**src/flash_cfg_pkg.sv**
```systemverilog
// constants and types for the flash timing and security front end
package flash_cfg_pkg;
    // register addresses on the cpu/debug byte bus
    localparam logic [15:0] ADDR_DIVIDER    = 16'h1820;
    localparam logic [15:0] ADDR_OPTION     = 16'h1821;
    localparam logic [15:0] ADDR_PROTECTION = 16'h1824;
    localparam logic [15:0] ADDR_STATUS     = 16'h1825;
    localparam logic [15:0] ADDR_KEY_BASE   = 16'hffb0;
    localparam logic [15:0] ADDR_NV_PROT    = 16'hffbd;
    localparam logic [15:0] ADDR_NV_OPT     = 16'hffbf;
    localparam int          KEY_BYTES       = 8;
    // divider register fields
    localparam int DIV_LOADED_BIT   = 7;
    localparam int DIV_PRESCALE_BIT = 6;
    localparam int PRESCALE_RATIO   = 8;
    // option register fields
    localparam int          OPT_BACKDOOR_KEY_ENABLE_BIT  = 7;
    localparam int          OPT_REDIR_BIT  = 6;
    localparam logic [1:0]  SEC_UNSECURED  = 2'h2;
    // status register fields
    localparam int STAT_DONE_BIT  = 6;
    localparam int STAT_ERR_BIT   = 4;
    localparam int STAT_BLANK_BIT = 2;
    // reset values
    localparam logic [7:0] DIVIDER_RESET = 8'h00;
    localparam logic [7:0] STATUS_RESET  = 8'h00;
    // timing clock window, software picks the divider for it
    localparam int FLASH_TIMING_CLOCK_MIN_KHZ = 150;
    localparam int FLASH_TIMING_CLOCK_MAX_KHZ = 200;
    localparam int BUS_CLK_KHZ  = 40000;
    localparam int DIVISOR_MIN  = (BUS_CLK_KHZ + FLASH_TIMING_CLOCK_MAX_KHZ - 1) / FLASH_TIMING_CLOCK_MAX_KHZ;
    localparam int DIVISOR_MAX  = BUS_CLK_KHZ / FLASH_TIMING_CLOCK_MIN_KHZ;
    // command durations in timing-clock periods
    localparam logic [14:0] BYTE_PROG_TICKS  = 15'h0009;
    localparam logic [14:0] BURST_PROG_TICKS = 15'h0004;
    localparam int          PAGE_ERASE_TICKS = 4000;
    localparam int          MASS_ERASE_TICKS = 20000;
    // flash array geometry
    localparam int PAGE_BYTES = 512;
    localparam int PAGE_COUNT = 124;
    localparam int PAGE_SHIFT = 9;
    // command kinds handled by the timer
    typedef enum logic [1:0] {
        CMD_BYTE  = 2'b00,
        CMD_BURST = 2'b01,
        CMD_PAGE  = 2'b10,
        CMD_MASS  = 2'b11
    } cmd_kind_t;
    typedef enum logic [0:0] {
        TMR_IDLE = 1'b0,
        TMR_RUN  = 1'b1
    } tmr_state_t;
endpackage

```
**src/flash_timing_if.sv**
```systemverilog
// link between the config front end and the command timer
`timescale 1ns/1ps
`default_nettype none
interface flash_timing_if;
    import flash_cfg_pkg::*;
    logic       divLoaded;
    logic       prescale8;
    logic [5:0] divValue;
    logic       start;
    cmd_kind_t  kind;
    logic       busy;
    logic       done;
    logic       tick;
    modport ctrl (output divLoaded, prescale8, divValue, start, kind,
                  input busy, done, tick);
    modport timer (input divLoaded, prescale8, divValue, start, kind,
                   output busy, done, tick);
endinterface
`default_nettype wire

```
**src/flash_timer.sv**
```systemverilog
// timing clock divider and command duration counter
`timescale 1ns/1ps
`default_nettype none
module flash_timer #(
    parameter int PAGE_TICKS = flash_cfg_pkg::PAGE_ERASE_TICKS,
    parameter int MASS_TICKS = flash_cfg_pkg::MASS_ERASE_TICKS
) (
    input  wire logic        clk,
    input  wire logic        sys_rst,
    flash_timing_if.timer    tif
);
    import flash_cfg_pkg::*;

    tmr_state_t  state,     next_state;
    logic [2:0]  preCount,  next_preCount;
    logic [5:0]  divCount,  next_divCount;
    logic [14:0] remaining, next_remaining;
    logic        done,      next_done;
    logic        preWrap;
    logic        tick;

    // duration of each command kind in timing-clock periods
    function automatic logic [14:0] ticksFor(input cmd_kind_t k);
        case (k)
            CMD_BYTE:  ticksFor = BYTE_PROG_TICKS;
            CMD_BURST: ticksFor = BURST_PROG_TICKS;
            CMD_PAGE:  ticksFor = 15'(PAGE_TICKS);
            default:   ticksFor = 15'(MASS_TICKS);
        endcase
    endfunction

    // timing clock is bus clock over (div+1), and over 8 more with prescale
    assign preWrap = !tif.prescale8 || (preCount == 3'(PRESCALE_RATIO - 1));
    assign tick    = tif.divLoaded && preWrap && (divCount == tif.divValue);
    assign tif.tick = tick;
    assign tif.busy = (state == TMR_RUN);
    assign tif.done = done;

    // next-state for divider chain and duration counter
    always_comb begin
        next_preCount  = preCount;
        next_divCount  = divCount;
        next_state     = state;
        next_remaining = remaining;
        next_done      = 1'b0;
        if (tif.divLoaded) begin
            next_preCount = preWrap ? 3'h0 : preCount + 3'h1;
            if (preWrap) begin
                next_divCount = tick ? 6'h00 : divCount + 6'h01;
            end
        end
        case (state)
            TMR_IDLE: begin
                if (tif.start && tif.divLoaded) begin
                    next_remaining = ticksFor(tif.kind);
                    next_state     = TMR_RUN;
                end
            end
            TMR_RUN: begin
                if (tick) begin
                    next_remaining = remaining - 15'h0001;
                    if (remaining == 15'h0001) begin
                        next_state = TMR_IDLE;
                        next_done  = 1'b1;
                    end
                end
            end
            default: next_state = TMR_IDLE;
        endcase
    end

    // register stage
    always_ff @(posedge clk) begin
        if (sys_rst) begin
            state     <= TMR_IDLE;
            preCount  <= 3'h0;
            divCount  <= 6'h00;
            remaining <= 15'h0000;
            done      <= 1'b0;
        end else begin
            state     <= next_state;
            preCount  <= next_preCount;
            divCount  <= next_divCount;
            remaining <= next_remaining;
            done      <= next_done;
        end
    end

    AST_LOAD_DURATION: assert property (@(posedge clk) disable iff (sys_rst)
        (state == TMR_IDLE && tif.start && tif.divLoaded)
            |=> (state == TMR_RUN) && (remaining == ticksFor($past(tif.kind))))
        else $error("duration not loaded for command kind");
    AST_COUNT_ON_TICK: assert property (@(posedge clk) disable iff (sys_rst)
        (state == TMR_RUN && !tick) |=> $stable(remaining) && (state == TMR_RUN))
        else $error("duration moved without a timing tick");
    AST_TICK_SPACING: assert property (@(posedge clk) disable iff (sys_rst)
        (tick && tif.prescale8 && $stable(tif.divValue)) |=> !tick)
        else $error("prescaled timing tick repeated too soon");
endmodule // flash_timer
`default_nettype wire

```
**src/flash_timing_security_config.sv**
```systemverilog
// flash clock divider, reset option copy, security and backdoor key gating
`timescale 1ns/1ps
`default_nettype none
module flash_timing_security_config #(
    parameter int PAGE_TICKS = flash_cfg_pkg::PAGE_ERASE_TICKS,
    parameter int MASS_TICKS = flash_cfg_pkg::MASS_ERASE_TICKS
) (
    input  wire logic                     clk,
    input  wire logic                     sys_rst,
    input  wire logic [15:0]              busAddr,
    input  wire logic [7:0]               busWdata,
    input  wire logic                     busWrite,
    input  wire logic                     busRead,
    input  wire logic                     busFromDebug,
    input  wire logic                     busFromSecure,
    output logic [7:0]                    busRdata,
    input  wire logic [7:0]               nvProtByte,
    input  wire logic [7:0]               nvOptByte,
    input  wire logic [63:0]              backdoorKey,
    input  wire logic                     cmdStart,
    input  wire flash_cfg_pkg::cmd_kind_t cmdKind,
    input  wire logic [15:0]              cmdAddr,
    input  wire logic                     blankPass,
    input  wire logic                     accessErrorEvent,
    input  wire logic                     ramReq,
    input  wire logic                     ramFromDebug,
    input  wire logic                     ramFromSecure,
    output logic                          ramGrant,
    output logic                          cmdBusy,
    output logic                          cmdDone,
    output logic                          timingTick,
    output logic                          secured,
    output logic [7:0]                    protectionReg,
    output logic [6:0]                    erasePage
);
    import flash_cfg_pkg::*;

    flash_timing_if tif ();

    logic [7:0] dividerReg,  next_dividerReg;
    logic [7:0] optionReg,   next_optionReg;
    logic [7:0] next_protectionReg;
    logic       errFlag,     next_errFlag;
    logic       blankFlag,   next_blankFlag;
    logic       massErased,  next_massErased;
    logic       unlocked,    next_unlocked;
    logic [7:0] keyMask,     next_keyMask;
    logic [7:0] keyStore [KEY_BYTES];
    logic [7:0] next_keyStore [KEY_BYTES];
    logic [6:0] next_erasePage;
    logic [7:0] next_busRdata;
    logic       divWriteOk;
    logic       cmdReject;
    logic       keyWrite;
    logic [63:0] keyWord;
    logic [6:0] cmdPage;

    // register select by address
    function automatic logic hit(input logic [15:0] a, input logic [15:0] reg_addr);
        hit = (a == reg_addr);
    endfunction

    // page number of a flash address
    function automatic logic [6:0] pageOf(input logic [15:0] a);
        pageOf = a[15:PAGE_SHIFT];
    endfunction

    flash_timer #(
        .PAGE_TICKS (PAGE_TICKS),
        .MASS_TICKS (MASS_TICKS)
    ) u_timer (
        .clk     (clk),
        .sys_rst (sys_rst),
        .tif     (tif.timer)
    );

    // divider fields and command launch toward the timer
    assign tif.divLoaded = dividerReg[DIV_LOADED_BIT];
    assign tif.prescale8 = dividerReg[DIV_PRESCALE_BIT];
    assign tif.divValue  = dividerReg[5:0];
    assign tif.kind      = cmdKind;
    assign cmdPage       = pageOf(cmdAddr);
    assign cmdReject     = !dividerReg[DIV_LOADED_BIT] || tif.busy || errFlag
                           || (cmdKind == CMD_PAGE && cmdPage >= 7'(PAGE_COUNT));
    assign tif.start     = cmdStart && !cmdReject;
    assign cmdBusy       = tif.busy;
    assign cmdDone       = tif.done;
    assign timingTick    = tif.tick;

    // write-once divider, blocked by a pending access error
    assign divWriteOk = busWrite && hit(busAddr, ADDR_DIVIDER)
                        && !dividerReg[DIV_LOADED_BIT] && !errFlag;

    // key bytes only from user code in secure memory, key enabled
    assign keyWrite = busWrite && !busFromDebug && busFromSecure
                      && optionReg[OPT_BACKDOOR_KEY_ENABLE_BIT]
                      && (busAddr[15:3] == ADDR_KEY_BASE[15:3]);
    always_comb begin
        for (int i = 0; i < KEY_BYTES; i++) begin
            keyWord[63 - 8*i -: 8] = keyStore[i];
        end
    end

    // security state and ram gate
    assign secured  = (optionReg[1:0] != SEC_UNSECURED) && !unlocked;
    assign ramGrant = ramReq && (!secured || (!ramFromDebug && ramFromSecure));

    // next values of working registers and flags
    always_comb begin
        next_dividerReg    = dividerReg;
        next_optionReg     = optionReg;
        next_protectionReg = protectionReg;
        next_errFlag       = errFlag;
        next_blankFlag     = blankFlag;
        next_massErased    = massErased;
        next_unlocked      = unlocked;
        next_keyMask       = keyMask;
        next_keyStore      = keyStore;
        next_erasePage     = erasePage;
        next_busRdata      = busRdata;
        if (divWriteOk) begin
            next_dividerReg = {1'b1, busWdata[6:0]};
        end
        if (busWrite && hit(busAddr, ADDR_PROTECTION) && busFromDebug) begin
            next_protectionReg = busWdata;
        end
        // clear on write-one, a same-cycle error wins
        if (busWrite && hit(busAddr, ADDR_STATUS) && busWdata[STAT_ERR_BIT]) begin
            next_errFlag = 1'b0;
        end
        if (accessErrorEvent || (cmdStart && cmdReject)) begin
            next_errFlag = 1'b1;
        end
        if (tif.start) begin
            next_blankFlag = 1'b0;
            if (cmdKind == CMD_PAGE) begin
                next_erasePage = cmdPage;
            end
        end
        if (blankPass) begin
            next_blankFlag = 1'b1;
        end
        if (tif.done && cmdKind == CMD_MASS) begin
            next_massErased = 1'b1;
        end
        if (massErased && blankPass) begin
            next_unlocked = 1'b1;
        end
        // collect eight key bytes, compare once all arrived
        if (keyWrite) begin
            next_keyStore[busAddr[2:0]] = busWdata;
            next_keyMask[busAddr[2:0]]  = 1'b1;
        end
        if (keyMask == 8'hff) begin
            next_keyMask = 8'h00;
            if (keyWord == backdoorKey && optionReg[OPT_BACKDOOR_KEY_ENABLE_BIT]) begin
                next_unlocked = 1'b1;
            end
        end
        // registered read data, unmapped addresses read zero
        if (busRead) begin
            if (hit(busAddr, ADDR_DIVIDER)) begin
                next_busRdata = dividerReg;
            end else if (hit(busAddr, ADDR_OPTION)) begin
                next_busRdata = optionReg;
            end else if (hit(busAddr, ADDR_PROTECTION)) begin
                next_busRdata = protectionReg;
            end else if (hit(busAddr, ADDR_STATUS)) begin
                next_busRdata = 8'h00;
                next_busRdata[STAT_DONE_BIT]  = !tif.busy;
                next_busRdata[STAT_ERR_BIT]   = errFlag;
                next_busRdata[STAT_BLANK_BIT] = blankFlag;
            end else if (hit(busAddr, ADDR_NV_PROT)) begin
                next_busRdata = nvProtByte;
            end else if (hit(busAddr, ADDR_NV_OPT)) begin
                next_busRdata = nvOptByte;
            end else begin
                next_busRdata = 8'h00;
            end
        end
    end

    // register stage, reset loads the nonvolatile bytes
    always_ff @(posedge clk) begin
        if (sys_rst) begin
            dividerReg    <= DIVIDER_RESET;
            optionReg     <= nvOptByte;
            protectionReg <= nvProtByte;
            errFlag       <= STATUS_RESET[STAT_ERR_BIT];
            blankFlag     <= 1'b0;
            massErased    <= 1'b0;
            unlocked      <= 1'b0;
            keyMask       <= 8'h00;
            for (int i = 0; i < KEY_BYTES; i++) begin
                keyStore[i] <= 8'h00;
            end
            erasePage     <= 7'h00;
            busRdata      <= 8'h00;
        end else begin
            dividerReg    <= next_dividerReg;
            optionReg     <= next_optionReg;
            protectionReg <= next_protectionReg;
            errFlag       <= next_errFlag;
            blankFlag     <= next_blankFlag;
            massErased    <= next_massErased;
            unlocked      <= next_unlocked;
            keyMask       <= next_keyMask;
            keyStore      <= next_keyStore;
            erasePage     <= next_erasePage;
            busRdata      <= next_busRdata;
        end
    end

    AST_DIV_ONCE: assert property (@(posedge clk) disable iff (sys_rst)
        dividerReg[DIV_LOADED_BIT] |=> $stable(dividerReg))
        else $error("divider changed after its single write");
    AST_DIV_ERR_BLOCK: assert property (@(posedge clk) disable iff (sys_rst)
        (!dividerReg[DIV_LOADED_BIT] && errFlag) |=> !dividerReg[DIV_LOADED_BIT])
        else $error("divider written while access error set");
    AST_PROT_DEBUG_ONLY: assert property (@(posedge clk) disable iff (sys_rst)
        (busWrite && !busFromDebug) |=> $stable(protectionReg))
        else $error("protection changed by application write");
    AST_RESET_COPY: assert property (@(posedge clk) disable iff (sys_rst)
        $past(sys_rst) |-> (optionReg == $past(nvOptByte))
                           && (protectionReg == $past(nvProtByte)))
        else $error("working registers not loaded at reset");
    AST_UNLOCK_CAUSE: assert property (@(posedge clk) disable iff (sys_rst)
        $rose(unlocked) |-> $past(optionReg[OPT_BACKDOOR_KEY_ENABLE_BIT]) || $past(massErased))
        else $error("unlock without key enable or mass erase");
    AST_SEC_DECODE: assert property (@(posedge clk) disable iff (sys_rst)
        $past(sys_rst) |-> (secured == ($past(nvOptByte[1:0]) != SEC_UNSECURED)))
        else $error("security state does not follow option field");
    AST_RAM_DENY: assert property (@(posedge clk) disable iff (sys_rst)
        (secured && (ramFromDebug || !ramFromSecure)) |-> !ramGrant)
        else $error("secured ram granted to debug or non-secure code");
    AST_ERR_SET_WINS: assert property (@(posedge clk) disable iff (sys_rst)
        accessErrorEvent |=> errFlag)
        else $error("access error event lost");
    AST_NO_START_UNLOADED: assert property (@(posedge clk) disable iff (sys_rst)
        (cmdStart && !dividerReg[DIV_LOADED_BIT]) |=> !cmdBusy && errFlag)
        else $error("command started before divider written");
endmodule // flash_timing_security_config
`default_nettype wire

```
**config.mk**
```make
export PLATFORM = sky130hd
export DESIGN_NAME = flash_timing_security_config
export DESIGN_NICKNAME = d
export VERILOG_FILES = /design/src/flash_cfg_pkg.sv /design/src/flash_timing_if.sv /design/src/flash_timer.sv /design/src/flash_timing_security_config.sv
export SDC_FILE = /design/constraint.sdc
export NUM_CORES = 1
export LEC_CHECK = 0
export ABC_AREA = 0
export BUFFER_PORTS_ARGS = -buffer_cell sky130_fd_sc_hd__buf_4
export CORE_MARGIN = 2
export CORE_UTILIZATION = 45
export DETAILED_ROUTE_END_ITERATION = 16
export PLACE_DENSITY = 0.7
export SYNTH_ARGS = -nofsm -noshare
export SYNTH_HDL_FRONTEND = slang
export SYNTH_SLANG_ARGS = --single-unit
```
**constraint.sdc**
```tcl
create_clock -name clk -period 3.9 [get_ports clk]
set_input_delay 1.17 -clock clk [delete_from_list [all_inputs] [get_ports clk]]
set_output_delay 1.17 -clock clk [all_outputs]
set_load 0.05 [all_outputs]
```
== Word level (Yosys, flattened, before mapping) ==
Cells that the tools add are included.

* Flip-flop bits (word level): 141
* Bits of input ports: 134
* Output and inout port bits: 28
* Word-level logic and storage cells: 133

* Add/sub/neg operators: 3
* $lt $le $gt $ge: 5
* Equal/unequal tests: 18
* Muxes and demuxes: 31
* Bitwise operators: 4
* Reductions and logical operators: 49

{| class="wikitable"
|+ Operator list
! cell !! number
|-
| 2-to-1 mux 8 bit || 9
|-
| bitwise mux 64 bit || 1
|-
| == test 16 x 13 -> 1 bit (second input constant) || 4
|-
| == test 64 bit || 1
|-
| case mux 15 bit (3 select lines) || 1
|-
| == test 16 bit (second input constant) || 2
|-
| 2-to-1 mux 15 bit || 2
|-
| case mux 15 bit (2 select lines) || 1
|-
| logical AND 1 bit || 25
|-
| demux 8 bit (select 3 bit) || 1
|-
| == test 15 x 1 -> 1 bit (second input constant) || 1
|-
| subtractor 15 x 1 -> 15 bit (second input constant) || 1
|-
| == test 13 bit (second input constant) || 1
|-
| 2-to-1 mux 1 bit || 12
|-
| zero test 1 bit || 9
|-
| == test 8 bit (second input constant) || 1
|-
| OR 8 bit || 1
|-
| >= comparator 7 bit (second input constant) || 1
|-
| adder 6 x 1 -> 6 bit (second input constant) || 1
|-
| == test 6 bit || 1
|-
| logical OR 1 bit || 6
|-
| 2-to-1 mux 6 bit || 1
|-
| AND reduction 2 bit || 3
|-
| nonzero test 2 bit || 3
|-
| other kinds (18) || 21
|}

== Longest topological paths before layout ==
Gate-level depths: netlist of the first run.

* Depth after elaboration: 9
* Depth in mapped cells: 9
* Gate-level depth less buffers: 7

== Hierarchy ==
A second synthesis of the first run with hierarchy kept.

* Cells, all modules: 777
* Area total of the unflattened synthesis: 6988.0 um^2

{| class="wikitable"
|+ Modules (own cells, without submodules)
! module !! instances !! cells an instance !! area an instance (um^2) !! sequential area each (um^2)
|-
| flash_timing_security_config || 1 || 590 || 5476.5 || 2462.4
|-
| flash_timer || 1 || 187 || 1511.4 || 520.5
|}

== Worst setup path after synthesis of the first run ==
OpenSTA, ideal clock, no wires.

* Path kind: input -> output
* Start: in ramFromDebug
* End: out ramGrant
* Arrival time: 2.430 ns
* Data required time: 2.730 ns
* Slack: 0.300 ns
* Cell stages on the path: 2
* Path buffers: 0
* Cell sequence: nand2b_1 -> a21boi_0

* Cells in the longest elaborated chain, start to end: 4

{| class="wikitable"
|+ RTL lines
! what !! RTL line !! text
|-
| start, declared || flash_timing_security_config.sv:26 || <nowiki>input wire logic ramFromDebug,</nowiki>
|-
| zero test 1 bit || flash_timing_security_config.sv:106 || <nowiki>assign ramGrant = ramReq && (!secured || (!ramFromDebug && ramFromSecure));</nowiki>
|-
| logical AND 1 bit || flash_timing_security_config.sv:106 ||
|-
| logical OR 1 bit || flash_timing_security_config.sv:106 ||
|-
| logical AND 1 bit || flash_timing_security_config.sv:106 ||
|-
| end, declared || flash_timing_security_config.sv:28 || <nowiki>output logic ramGrant,</nowiki>
|}

Every way passes these cells.

== Worst setup path in the final report of the first run ==
* Start: reg u_timer.preCount[0]
* End: out timingTick

* Cells in the longest elaborated chain, start to end: 4

{| class="wikitable"
|+ RTL lines
! what !! RTL line !! text
|-
| start, declared || flash_timer.sv:15 || <nowiki>logic [2:0] preCount, next_preCount;</nowiki>
|-
| start signal, assigned || flash_timer.sv:82 || <nowiki>preCount <= next_preCount;</nowiki>
|-
| == test 3 bit || flash_timer.sv:33 || <nowiki>assign preWrap = !tif.prescale8 || (preCount == 3'(PRESCALE_RATIO - 1));</nowiki>
|-
| logical OR 1 bit || flash_timer.sv:33 ||
|-
| logical AND 1 bit (2 in a row) || flash_timer.sv:34 || <nowiki>assign tick = tif.divLoaded && preWrap && (divCount == tif.divValue);</nowiki>
|-
| end, declared || flash_timing_security_config.sv:31 || <nowiki>output logic timingTick,</nowiki>
|}

Every way passes these cells.

==> flow_metrics.py, run 1 <==
metrics = {
    "final_layout": {
        "n_antenna_cell": 0,
        "stdcell_count": 1084,
        "fin_nets": 1022,
        "layout-drive-gt1-share_pct": 25.45,
        "final_core_util_pct": 58.67,
        "area_delta_synth_final_pct": 28.26,
        "fillers": 1376,
        "stdcell_area_um2": 8852,
    },
    "setup_path": {
        "r2r_end": "u_timer.remaining[12]",
        "cp_cell_sequence": "ha_1 > ha_1 > o21a_1 > and3_1 > buf_4",
        "rrSetupSlack_ns": 1.77,
        "rr_startpoint": "u_timer.tif.busy",
        "rr_worst_depth": 6,
        "crit_top_cell": "ha_1",
        "crit_path_end_kind": "primary output",
        "cp_slowest_cell": "and3_1",
        "required_ns": 2.73,
        "criticalPathCategory": "reg -> out",
        "cp.arrival_ns": 2.00,
        "max_stage_delay_ns": 0.37,
        "cp-start-kind": "flip-flop",
        "cp_max_fo": 10,
    },
    "outcome": {
        "status": "complete, no violations",
    },
    "clocking": {
        "clockRootBuffer": "clkbuf_16",
        "cts.sinks": 141,
        "htreeDepth": 4,
        "insertion_delay_ns": 0.43,
        "cts.repair.resized": 0,
        "cts_buffers": 17,
        "postCtsSetupBuffers": 0,
        "clkTransAtPathRegs_ns": 0.06,
        "clockBufferDepth": 2,
        "tritoncts": "yes",
        "holdBufCountCts": 0,
    },
    "logic_synthesis": {
        "synth_top_cell_area_share_pct": 36.26,
        "avgSynthCellArea_um2": 9.264,
        "synthesis.area_um2": 6902,
        "ys_top_cells_by_area": "dfxtp_1 36%, mux2i_1 12%, edfxtp_1 7.0%",
        "yosysTopAreaCell": "dfxtp_1",
        "synth_edf_count": 16,
        "syn_inst": 745,
        "ys_ff_latch": 141,
        "yosysUniqueCellTypes": 63,
        "synthArstFlopShare_pct": 0,
        "yosysWarnings": 0,
        "synthFlopType": "dfxtp_1",
        "syn_nets": 884,
        "yosysSeqAreaShare_pct": 43.22,
    },
    "worst_hold_path": {
        "min_from": "keyMask[4]",
        "holdPathEnd": "keyMask[4]",
        "hold_path.class": "reg -> reg",
        "min_delay_path_depth": 1,
    },
    "sta": {
        "fin_tns_setup_ns": 0,
        "slew_headroom_pct": 52.00,
        "period_needed_ns": 3.173,
        "worst_pin_slew_ns": 0.7146,
        "slew_viol_final": 0,
        "min_period_over_period_pct": 81.35,
        "finalSetupViolCount": 0,
        "fin_skew_ns": 0.007655,
        "hold_viol_final": 0,
        "worst_hold_slack_ns": 0.4689,
        "timing.final.ws_setup_ns": 0.7274,
        "fmax_ghz": 0.3152,
        "rsz0062_at_grt": "false",
    },
    "global_routing": {
        "grt_pass1_wl_um": 29210,
        "track_usage_pct": 23.22,
        "antenna_found_initial": 0,
        "grt_max_degree": 59,
        "first_global_vias": 5459,
        "grt_overflow": 0,
    },
    "detailed_routing": {
        "routed_wl_um": 18860,
        "vias": 5986,
        "drtAntennaViolNets": 0,
        "vias_per_cell": 5.522,
        "drcViolationCount": 0,
        "wl_per_cell_um": 17.40,
        "drt_pass1_iterations": 5,
        "drtIter0Drc": 427,
    },
    "power": {
        "total_power_mw": 3.540,
        "power_density_nw_per_um2": 399.9,
        "p_leak_nw": 3.450,
        "ir_drop_v": 0.0003324,
    },
    "placed_design": {
        "post-place-ws_ns": 0.7456,
        "dp_cells": 1052,
        "place_area_um2": 8227,
        "dp_hpwl_um": 13220,
        "portBuffers": 152,
        "place.gp.congestion": 0.8027,
    },
    "floorplanning": {
        "die_x_um": 127.8,
        "fp.dieArea_um2": 16340,
        "initial_core_util_pct": 45.74,
        "die_h_um": 127.8,
        "core-area_um2": 15090,
        "ioPinCount": 162,
        "num_rows": 45,
    },
    "flow_run": {
        "cap_violations": 0,
    },
}
Yosys cell counts (5+ instances only):
| cell type | count |
|---|---|
| nor4_1 | 18 |
| nand3_1 | 9 |
| clkbuf_1 | 31 |
| buf_2 | 12 |
| inv_1 | 21 |
| a21oi_1 | 35 |
| ha_1 | 5 |
| edfxtp_1 | 16 |
| nor3_1 | 16 |
| o31ai_1 | 7 |
| nor2_1 | 119 |
| mux2_2 | 10 |
| o21a_1 | 11 |
| xor2_1 | 25 |
| or3_1 | 6 |
| nor2b_1 | 10 |
| nand2b_1 | 18 |
| a22oi_1 | 9 |
| nand2_1 | 20 |
| mux2i_1 | 83 |
| o21ai_0 | 17 |
| xnor2_1 | 37 |
| dfxtp_1 | 125 |
| nand4_1 | 19 |
layer usage:
layer | vias up | routed length (um) | GRT usage, %
li1 | 2922 | - | -
met1 | 2817 | 8431 | 30.70
met2 | 211 | 8778 | 37.31
met3 | 36 | 1205 | 5.217
met4 | 0 | 448 | 8.597
met5 | - | 0 | 0
cell families (layout without fill, tap and decap cells):
kind of cell | Yosys count | count (layout) | share of synthesized area, %
simple gates | 260 | 260 | 19.05
buf+inv | 69 | 220 | 4.134
compound gates | 115 | 115 | 11.15
mux | 93 | 93 | 13.67
flops | 141 | 141 | 43.22
fa+ha+maj | 5 | 5 | 0.9065
xor+xnor | 62 | 62 | 7.868
power breakdown:
part	internal [mW]	leakage, nW	switching (mW)
logic	0.148	1.98	0.182
clock network	1.06	0.309	0.648
registers	1.49	1.16	0.0112
cell type report:
class	instances	area (um2)	share of cell area, %
Sequential cell	141	2983	33.70
Timing Repair Buffer	165	1239	13.99
Tap cell	188	235.2	2.657
Clock buffer	19	464.2	5.244
Clock inverter	13	161.4	1.823
Inverter	23	86.33	0.9753
Multi-Input combinational cell	535	3684	41.61
placed cells by master, fill, tap and decap left out, types with 3 or more instances in the layout:
master	netlist	layout
nand2b_1	18	18
o21bai_1	4	4
a21oi_1	35	35
clkinv_4	0	3
mux2i_1	83	83
o21ai_0	17	17
a22oi_1	9	9
ha_1	5	5
nor2b_1	10	10
nand3_1	9	9
mux2_2	10	10
clkbuf_16	0	18
buf_4	1	165
edfxtp_1	16	16
nor4_2	3	11
inv_1	21	21
nor2_1	119	119
or3_1	6	6
o2111ai_1	3	3
clkinv_2	0	4
bufinv_16	0	3
nand4_1	19	19
o32ai_1	4	4
o31ai_1	7	7
nor4_1	18	10
xnor2_1	37	37
nand2_1	20	20
nor3_1	16	16
dfxtp_1	125	125
or4_1	4	4
o21a_1	11	11
or2_2	4	4
a31oi_1	4	4
xor2_1	25	25
worst max-delay path by stage:
| stage | from | to | slack, ns | cells past startpoint |
|---|---|---|---|---|
| floorplan | ramFromDebug | ramGrant | 0.30 | 2 |
| global placement | busAddr[3] | busRdata[1] | 0.76 | 7 |
| detailed placement | busAddr[3] | busRdata[5] | 0.75 | 7 |
| CTS | u_timer.preCount[0] | timingTick | 0.69 | 5 |
| global route | u_timer.preCount[0] | timingTick | 0.56 | 5 |
| finish | u_timer.preCount[0] | timingTick | 0.73 | 5 |
registers in the layout (all words and copies together) (netlist names), 7 cells and up:
signal / count
busRdata: 8
dividerReg: 8
erasePage: 7
keyMask: 8
keyStore: 64
next_optionReg: 8
protectionReg: 8
u_timer.remaining: 15
worst max-delay path: cells and delay by family (launching register included):
kind,cells,cell delay [ns]
compound gates,1,0.30
fa+ha+maj,2,0.31
buf+inv,1,0.25
flops,1,0.35
simple gates,1,0.37
Power figures use the tool's default switching activity.
==> inputs of run 2 (changes only) <==
--- a/config.mk
+++ b/config.mk
@@ -10,7 +10,7 @@
 export CORE_MARGIN = 2
 export CORE_UTILIZATION = 45
 export DETAILED_ROUTE_END_ITERATION = 16
-export PLACE_DENSITY = 0.7
+export PLACE_DENSITY = 0.72
 export SYNTH_ARGS = -nofsm -noshare
 export SYNTH_HDL_FRONTEND = slang
 export SYNTH_SLANG_ARGS = --single-unit
==> constraint.sdc (replaced) <==
create_clock -name clk -period 2.89 [get_ports clk]
set_input_delay 0.867 -clock clk [delete_from_list [all_inputs] [get_ports clk]]
set_output_delay 0.867 -clock clk [all_outputs]
set_load 0.05 [all_outputs]
==> flow_metrics.py, run 2 (same netlist as run 1, synthesis figures left out) <==
metrics = {
    "outcome": {
        "status": "complete, no violations",
    },
    "floorplanning": {
        "ioPinCount": 162,
        "num_rows": 45,
        "core-area_um2": 15090,
        "die_x_um": 127.8,
        "die_h_um": 127.8,
        "initial_core_util_pct": 45.74,
        "fp.dieArea_um2": 16340,
    },
    "final_layout": {
        "regArea_um2": 2983,
        "most-common-layout-cells": "176 x buf_4, 125 x dfxtp_1, 119 x nor2_1",
        "largest_reg_flops": 64,
        "final_core_util_pct": 58.76,
        "final_common_cell": "buf_4",
        "fin_nets": 1034,
        "multi_input_area_um2": 3684,
        "area_delta_synth_final_pct": 28.46,
        "reg_top3": "keyStore: 64 flops, u_timer.remaining: 15 flops",
        "fillers": 1329,
        "layout-drive-gt1-share_pct": 25.80,
        "n_antenna_cell": 0,
        "top_register": "keyStore",
    },
    "setup_path": {
        "cp-start-kind": "flip-flop",
        "path_delay_family": "simple AND/OR/NAND/NOR gates",
        "cp_cell_sequence": "xor2_1 > nor4_2 > and3_1 > buf_4",
        "cp_slowest_cell": "nor4_2",
        "max_stage_delay_ns": 0.36,
        "cp.arrival_ns": 1.89,
        "crit_buf_inv": 1,
        "crit_path_end_kind": "primary output",
        "required_ns": 2.02,
        "cp_max_fo": 6,
        "criticalPathCategory": "reg -> out",
    },
    "placed_design": {
        "portBuffers": 152,
        "dp_hpwl_um": 13700,
        "place.gp.congestion": 0.8635,
    },
    "detailed_routing": {
        "vias_per_cell": 5.488,
        "drtAntennaViolNets": 0,
        "routed_wl_um": 18970,
        "drt_pass1_iterations": 6,
        "vias": 6009,
        "drtIter0Drc": 468,
        "drcViolationCount": 0,
        "wl_per_cell_um": 17.32,
    },
    "clocking": {
        "cts.sinks": 141,
        "cts_buffers": 17,
        "insertion_delay_ns": 0.41,
        "holdBufCountCts": 0,
        "clkTransAtPathRegs_ns": 0.06,
        "postCtsSetupBuffers": 0,
        "htreeDepth": 4,
        "clockRootBuffer": "clkbuf_16",
        "clockBufferDepth": 2,
        "tritoncts": "yes",
        "cts.repair.resized": 0,
    },
    "sta": {
        "slew_headroom_pct": 57.48,
        "fin_tns_setup_ns": 0,
        "min_period_over_period_pct": 95.37,
        "fmax_ghz": 0.3628,
        "worst_hold_slack_ns": 0.4667,
        "slew_viol_final": 0,
        "fin_skew_ns": 0.006337,
        "rsz0062_at_grt": "false",
        "hold_viol_final": 0,
        "period_needed_ns": 2.756,
        "finalSetupViolCount": 0,
        "worst_pin_slew_ns": 0.6370,
    },
    "power": {
        "ir_drop_v": 0.0002865,
        "power_density_nw_per_um2": 505.4,
        "p_leak_nw": 3.468,
    },
    "worst_hold_path": {
        "hold_path.class": "reg -> reg",
    },
    "global_routing": {
        "antenna_found_initial": 0,
        "track_usage_pct": 23.24,
        "grt_pass1_wl_um": 29580,
        "grt_overflow": 0,
        "grt_max_degree": 38,
        "first_global_vias": 5729,
    },
    "flow_run": {
        "cap_violations": 0,
    },
}
[run 2: cell types whose count changed in the layout (fill, tap and decap cells not counted), sizes merged]
cell and delta:
bufinv -2, clkinv -3, clkinvlp +1, clkbuf +5
inv -2, buf +12
[run 2: worst reg2reg max path: stages (launching register included)]
cell and delay [ns]:
dfxtp_1 0.35, ha_1 0.17, ha_1 0.16, o21a_1 0.13, buf_4 0.16, a41oi_1 0.17
buf_12 0.24, or4_1 0.50, a21oi_1 0.14
[run 2: per-stage QoR]
stage               cells  worst slack [ns]  total power [mW]  area [um2]
finish               1095            0.1339             4.481        8866
global route         1095           0.05900             4.615        8866
CTS                  1095            0.1102             4.503        8866
detailed placement   1064            0.1949             2.514        8329
global placement     1064            0.1999             2.511        8329
floorplan             745            0.2646             2.276        6902
[run 2: final timing paths]
path,from,to,slack (ns),depth (start not counted)
worst max-delay path,dividerReg[2],timingTick,0.13,4
worst min-delay path,keyMask[0],keyMask[0],0.47,1
worst max register to register,u_timer.preCount[0],u_timer.remaining[12],0.80,8
worst min register to register,keyMask[0],keyMask[0],0.47,1
[run 2: final cells by class]
type | count | area share (%)
flip-flops and latches | 141 | 33.64
well taps | 188 | 2.653
repair buffers | 177 | 15.13
multi-input cells | 535 | 41.55
clock inverters | 7 | 0.7338
clock buffers | 24 | 5.320
inverters | 23 | 0.9738
[run 2: per-layer routing]
layer	global-route usage (%)	vias to the layer above	wire (um)
li1	-	2935	-
met1	30.64	2798	8407
met2	37.56	244	8697
met3	5.050	32	1460
met4	8.597	0	401
met5	0	-	0
[run 2: report_power, final]
| group | internal (mW) | leakage (nW) | switching [mW] |
|---|---|---|---|
| combinational | 0.202 | 2.04 | 0.248 |
| clock | 1.22 | 0.260 | 0.788 |
| sequential | 2.01 | 1.16 | 0.0156 |
==> inputs of run 3 (changes only) <==
--- a/config.mk
+++ b/config.mk
@@ -7,10 +7,12 @@
 export LEC_CHECK = 0
 export ABC_AREA = 0
 export BUFFER_PORTS_ARGS = -buffer_cell sky130_fd_sc_hd__buf_4
-export CORE_MARGIN = 2
-export CORE_UTILIZATION = 45
+export CELL_PAD_IN_SITES_DETAIL_PLACEMENT = 1
+export CELL_PAD_IN_SITES_GLOBAL_PLACEMENT = 1
+export CORE_MARGIN = 3
+export CORE_UTILIZATION = 41
 export DETAILED_ROUTE_END_ITERATION = 16
-export PLACE_DENSITY = 0.72
+export PLACE_DENSITY = 0.82
 export SYNTH_ARGS = -nofsm -noshare
 export SYNTH_HDL_FRONTEND = slang
 export SYNTH_SLANG_ARGS = --single-unit
==> constraint.sdc (replaced) <==
create_clock -name clk -period 2.8 [get_ports clk]
set_input_delay 0.84 -clock clk [delete_from_list [all_inputs] [get_ports clk]]
set_output_delay 0.84 -clock clk [all_outputs]
set_load 0.05 [all_outputs]
==> flow_metrics.py, run 3 (same netlist as run 1, synthesis figures left out) <==
metrics = {
    "setup_path": {
        "required_ns": 1.96,
        "cp-start-kind": "flip-flop",
        "criticalPathCategory": "reg -> out",
        "crit_path_end_kind": "primary output",
        "critical_path.startpoint": "dividerReg[2]",
        "cp.arrival_ns": 1.89,
        "rr_worst_depth": 8,
        "cp-endpoint": "timingTick",
        "r2r_end": "u_timer.remaining[12]",
        "cp_max_fo": 6,
        "rrSetupSlack_ns": 0.65,
        "rr_startpoint": "u_timer.preCount[0]",
    },
    "sta": {
        "period_needed_ns": 2.730,
        "min_period_over_period_pct": 97.50,
        "hold_viol_final": 0,
        "fin_skew_ns": 0.01131,
        "worst_pin_slew_ns": 0.6564,
        "rsz0062_at_grt": "false",
        "slew_headroom_pct": 55.83,
        "fin_tns_setup_ns": 0,
        "fmax_ghz": 0.3663,
        "slew_viol_final": 0,
        "worst_hold_slack_ns": 0.4688,
        "finalSetupViolCount": 0,
    },
    "floorplanning": {
        "num_rows": 46,
        "ioPinCount": 162,
        "fp.dieArea_um2": 18430,
        "die_h_um": 135.7,
        "initial_core_util_pct": 42.67,
        "die_x_um": 135.7,
        "core-area_um2": 16170,
    },
    "detailed_routing": {
        "routed_wl_um": 22370,
        "drcViolationCount": 0,
        "route.met3.wl_um": 1269,
        "vias": 6182,
        "drt_pass1_iterations": 5,
        "wl_per_cell_um": 19.92,
        "vias_per_cell": 5.505,
        "wirelength_met1_um": 10180,
        "top_layer_used": "met4",
        "met2_length_um": 10720,
        "drtIter0Drc": 474,
        "drtAntennaViolNets": 0,
    },
    "clocking": {
        "tritoncts": "yes",
        "clockBufferDepth": 2,
        "cts.sinks": 141,
        "cts_buffers": 17,
        "clockRootBuffer": "clkbuf_16",
        "htreeDepth": 4,
        "postCtsSetupBuffers": 0,
        "clkTransAtPathRegs_ns": 0.07,
        "insertion_delay_ns": 0.43,
        "holdBufCountCts": 0,
    },
    "final_layout": {
        "fin_nets": 1033,
        "stdcell_count": 1123,
        "fillers": 1846,
        "area_delta_synth_final_pct": 30.29,
        "final_core_util_pct": 55.60,
        "regArea_um2": 2983,
        "n_antenna_cell": 0,
        "largest_reg_flops": 64,
        "top_register": "keyStore",
        "final_common_cell": "buf_4",
        "multi_input_area_um2": 3685,
        "layout-drive-gt1-share_pct": 26.46,
        "most-common-layout-cells": "175 x buf_4, 125 x dfxtp_1, 119 x nor2_1",
        "reg_top3": "keyStore: 64 flops, u_timer.remaining: 15 flops",
    },
    "placed_design": {
        "dp_cells": 1091,
        "dp_hpwl_um": 15720,
        "place.gp.congestion": 0.8367,
        "portBuffers": 152,
    },
    "outcome": {
        "status": "complete, no violations",
    },
    "global_routing": {
        "antenna_found_initial": 0,
        "grt_max_degree": 55,
        "grt_overflow": 0,
        "first_global_vias": 6410,
        "track_usage_pct": 24.43,
        "grt_pass1_wl_um": 34850,
    },
    "power": {
        "ir_drop_v": 0.0004593,
        "p_leak_nw": 3.506,
        "power_density_nw_per_um2": 554.6,
        "total_power_mw": 4.987,
    },
    "flow_run": {
        "cap_violations": 0,
    },
    "worst_hold_path": {
        "hold_path.class": "reg -> reg",
    },
}
## run 3: cell types whose count changed in the layout (fill, tap and decap cells not counted)
| cell | change |
|---|---|
| buf_4 | -1 |
| clkinv_4 | +3 |
| clkinv_2 | -4 |
| and3_1 | -1 |
| clkbuf_8 | -1 |
| clkbuf_1 | -5 |
| and3_2 | +1 |
| inv_6 | +5 |
| bufinv_16 | +1 |
| clkbuf_16 | +2 |
## run 3: routing by layer
| metal | track usage, % | vias up |
|---|---|---|
| met5 | 0 | - |
| met4 | 5.151 | 0 |
| met3 | 5.386 | 21 |
| met2 | 40.07 | 187 |
| met1 | 33.23 | 3036 |
| li1 | - | 2938 |
## run 3: worst max-delay path, stage by stage (launching register included)
cell	delay, ns
dfxtp_1	0.36
xor2_1	0.19
nor4_2	0.36
and3_2	0.33
buf_4	0.22
## run 3: worst min path at each step
stage	startpoint	endpoint	slack [ns]	depth (start not counted)
CTS	keyMask[5]	keyMask[5]	0.47	1
detailed placement	keyMask[5]	keyMask[5]	0.45	1
floorplan	massErased	massErased	0.44	2
finish	keyMask[5]	keyMask[5]	0.47	1
global route	keyMask[1]	keyMask[1]	0.48	1
global placement	keyMask[7]	keyMask[7]	0.45	1
## run 3: metrics by stage
stage | cell area [um2] | worst slack, ns
CTS | 8992 | 0.03615
finish | 8992 | 0.06989
floorplan | 6902 | 0.2215
detailed placement | 8357 | 0.08036
global placement | 8357 | 0.1188
global route | 8992 | 0.008808
## run 3: cell type report
cell class / count / share of cell area [%]
multi-input combinational: 535 / 40.98
sequential: 141 / 33.17
timing repair buffer: 176 / 14.83
clock buffer: 20 / 5.440
tap: 216 / 3.005
clock inverter: 12 / 1.614
inverter: 23 / 0.9601
## run 3: where the power goes
part,leakage [nW],total [mW],switching [mW],internal (mW)
combinational,2.04,0.470,0.261,0.209
clock,0.305,2.43,0.967,1.46
sequential,1.16,2.09,0.0168,2.07
## run 3: repair_timing
item	CTS	global route
setup endpoints to repair	1	0
resized for setup	1	0
hold endpoints to repair	0	0
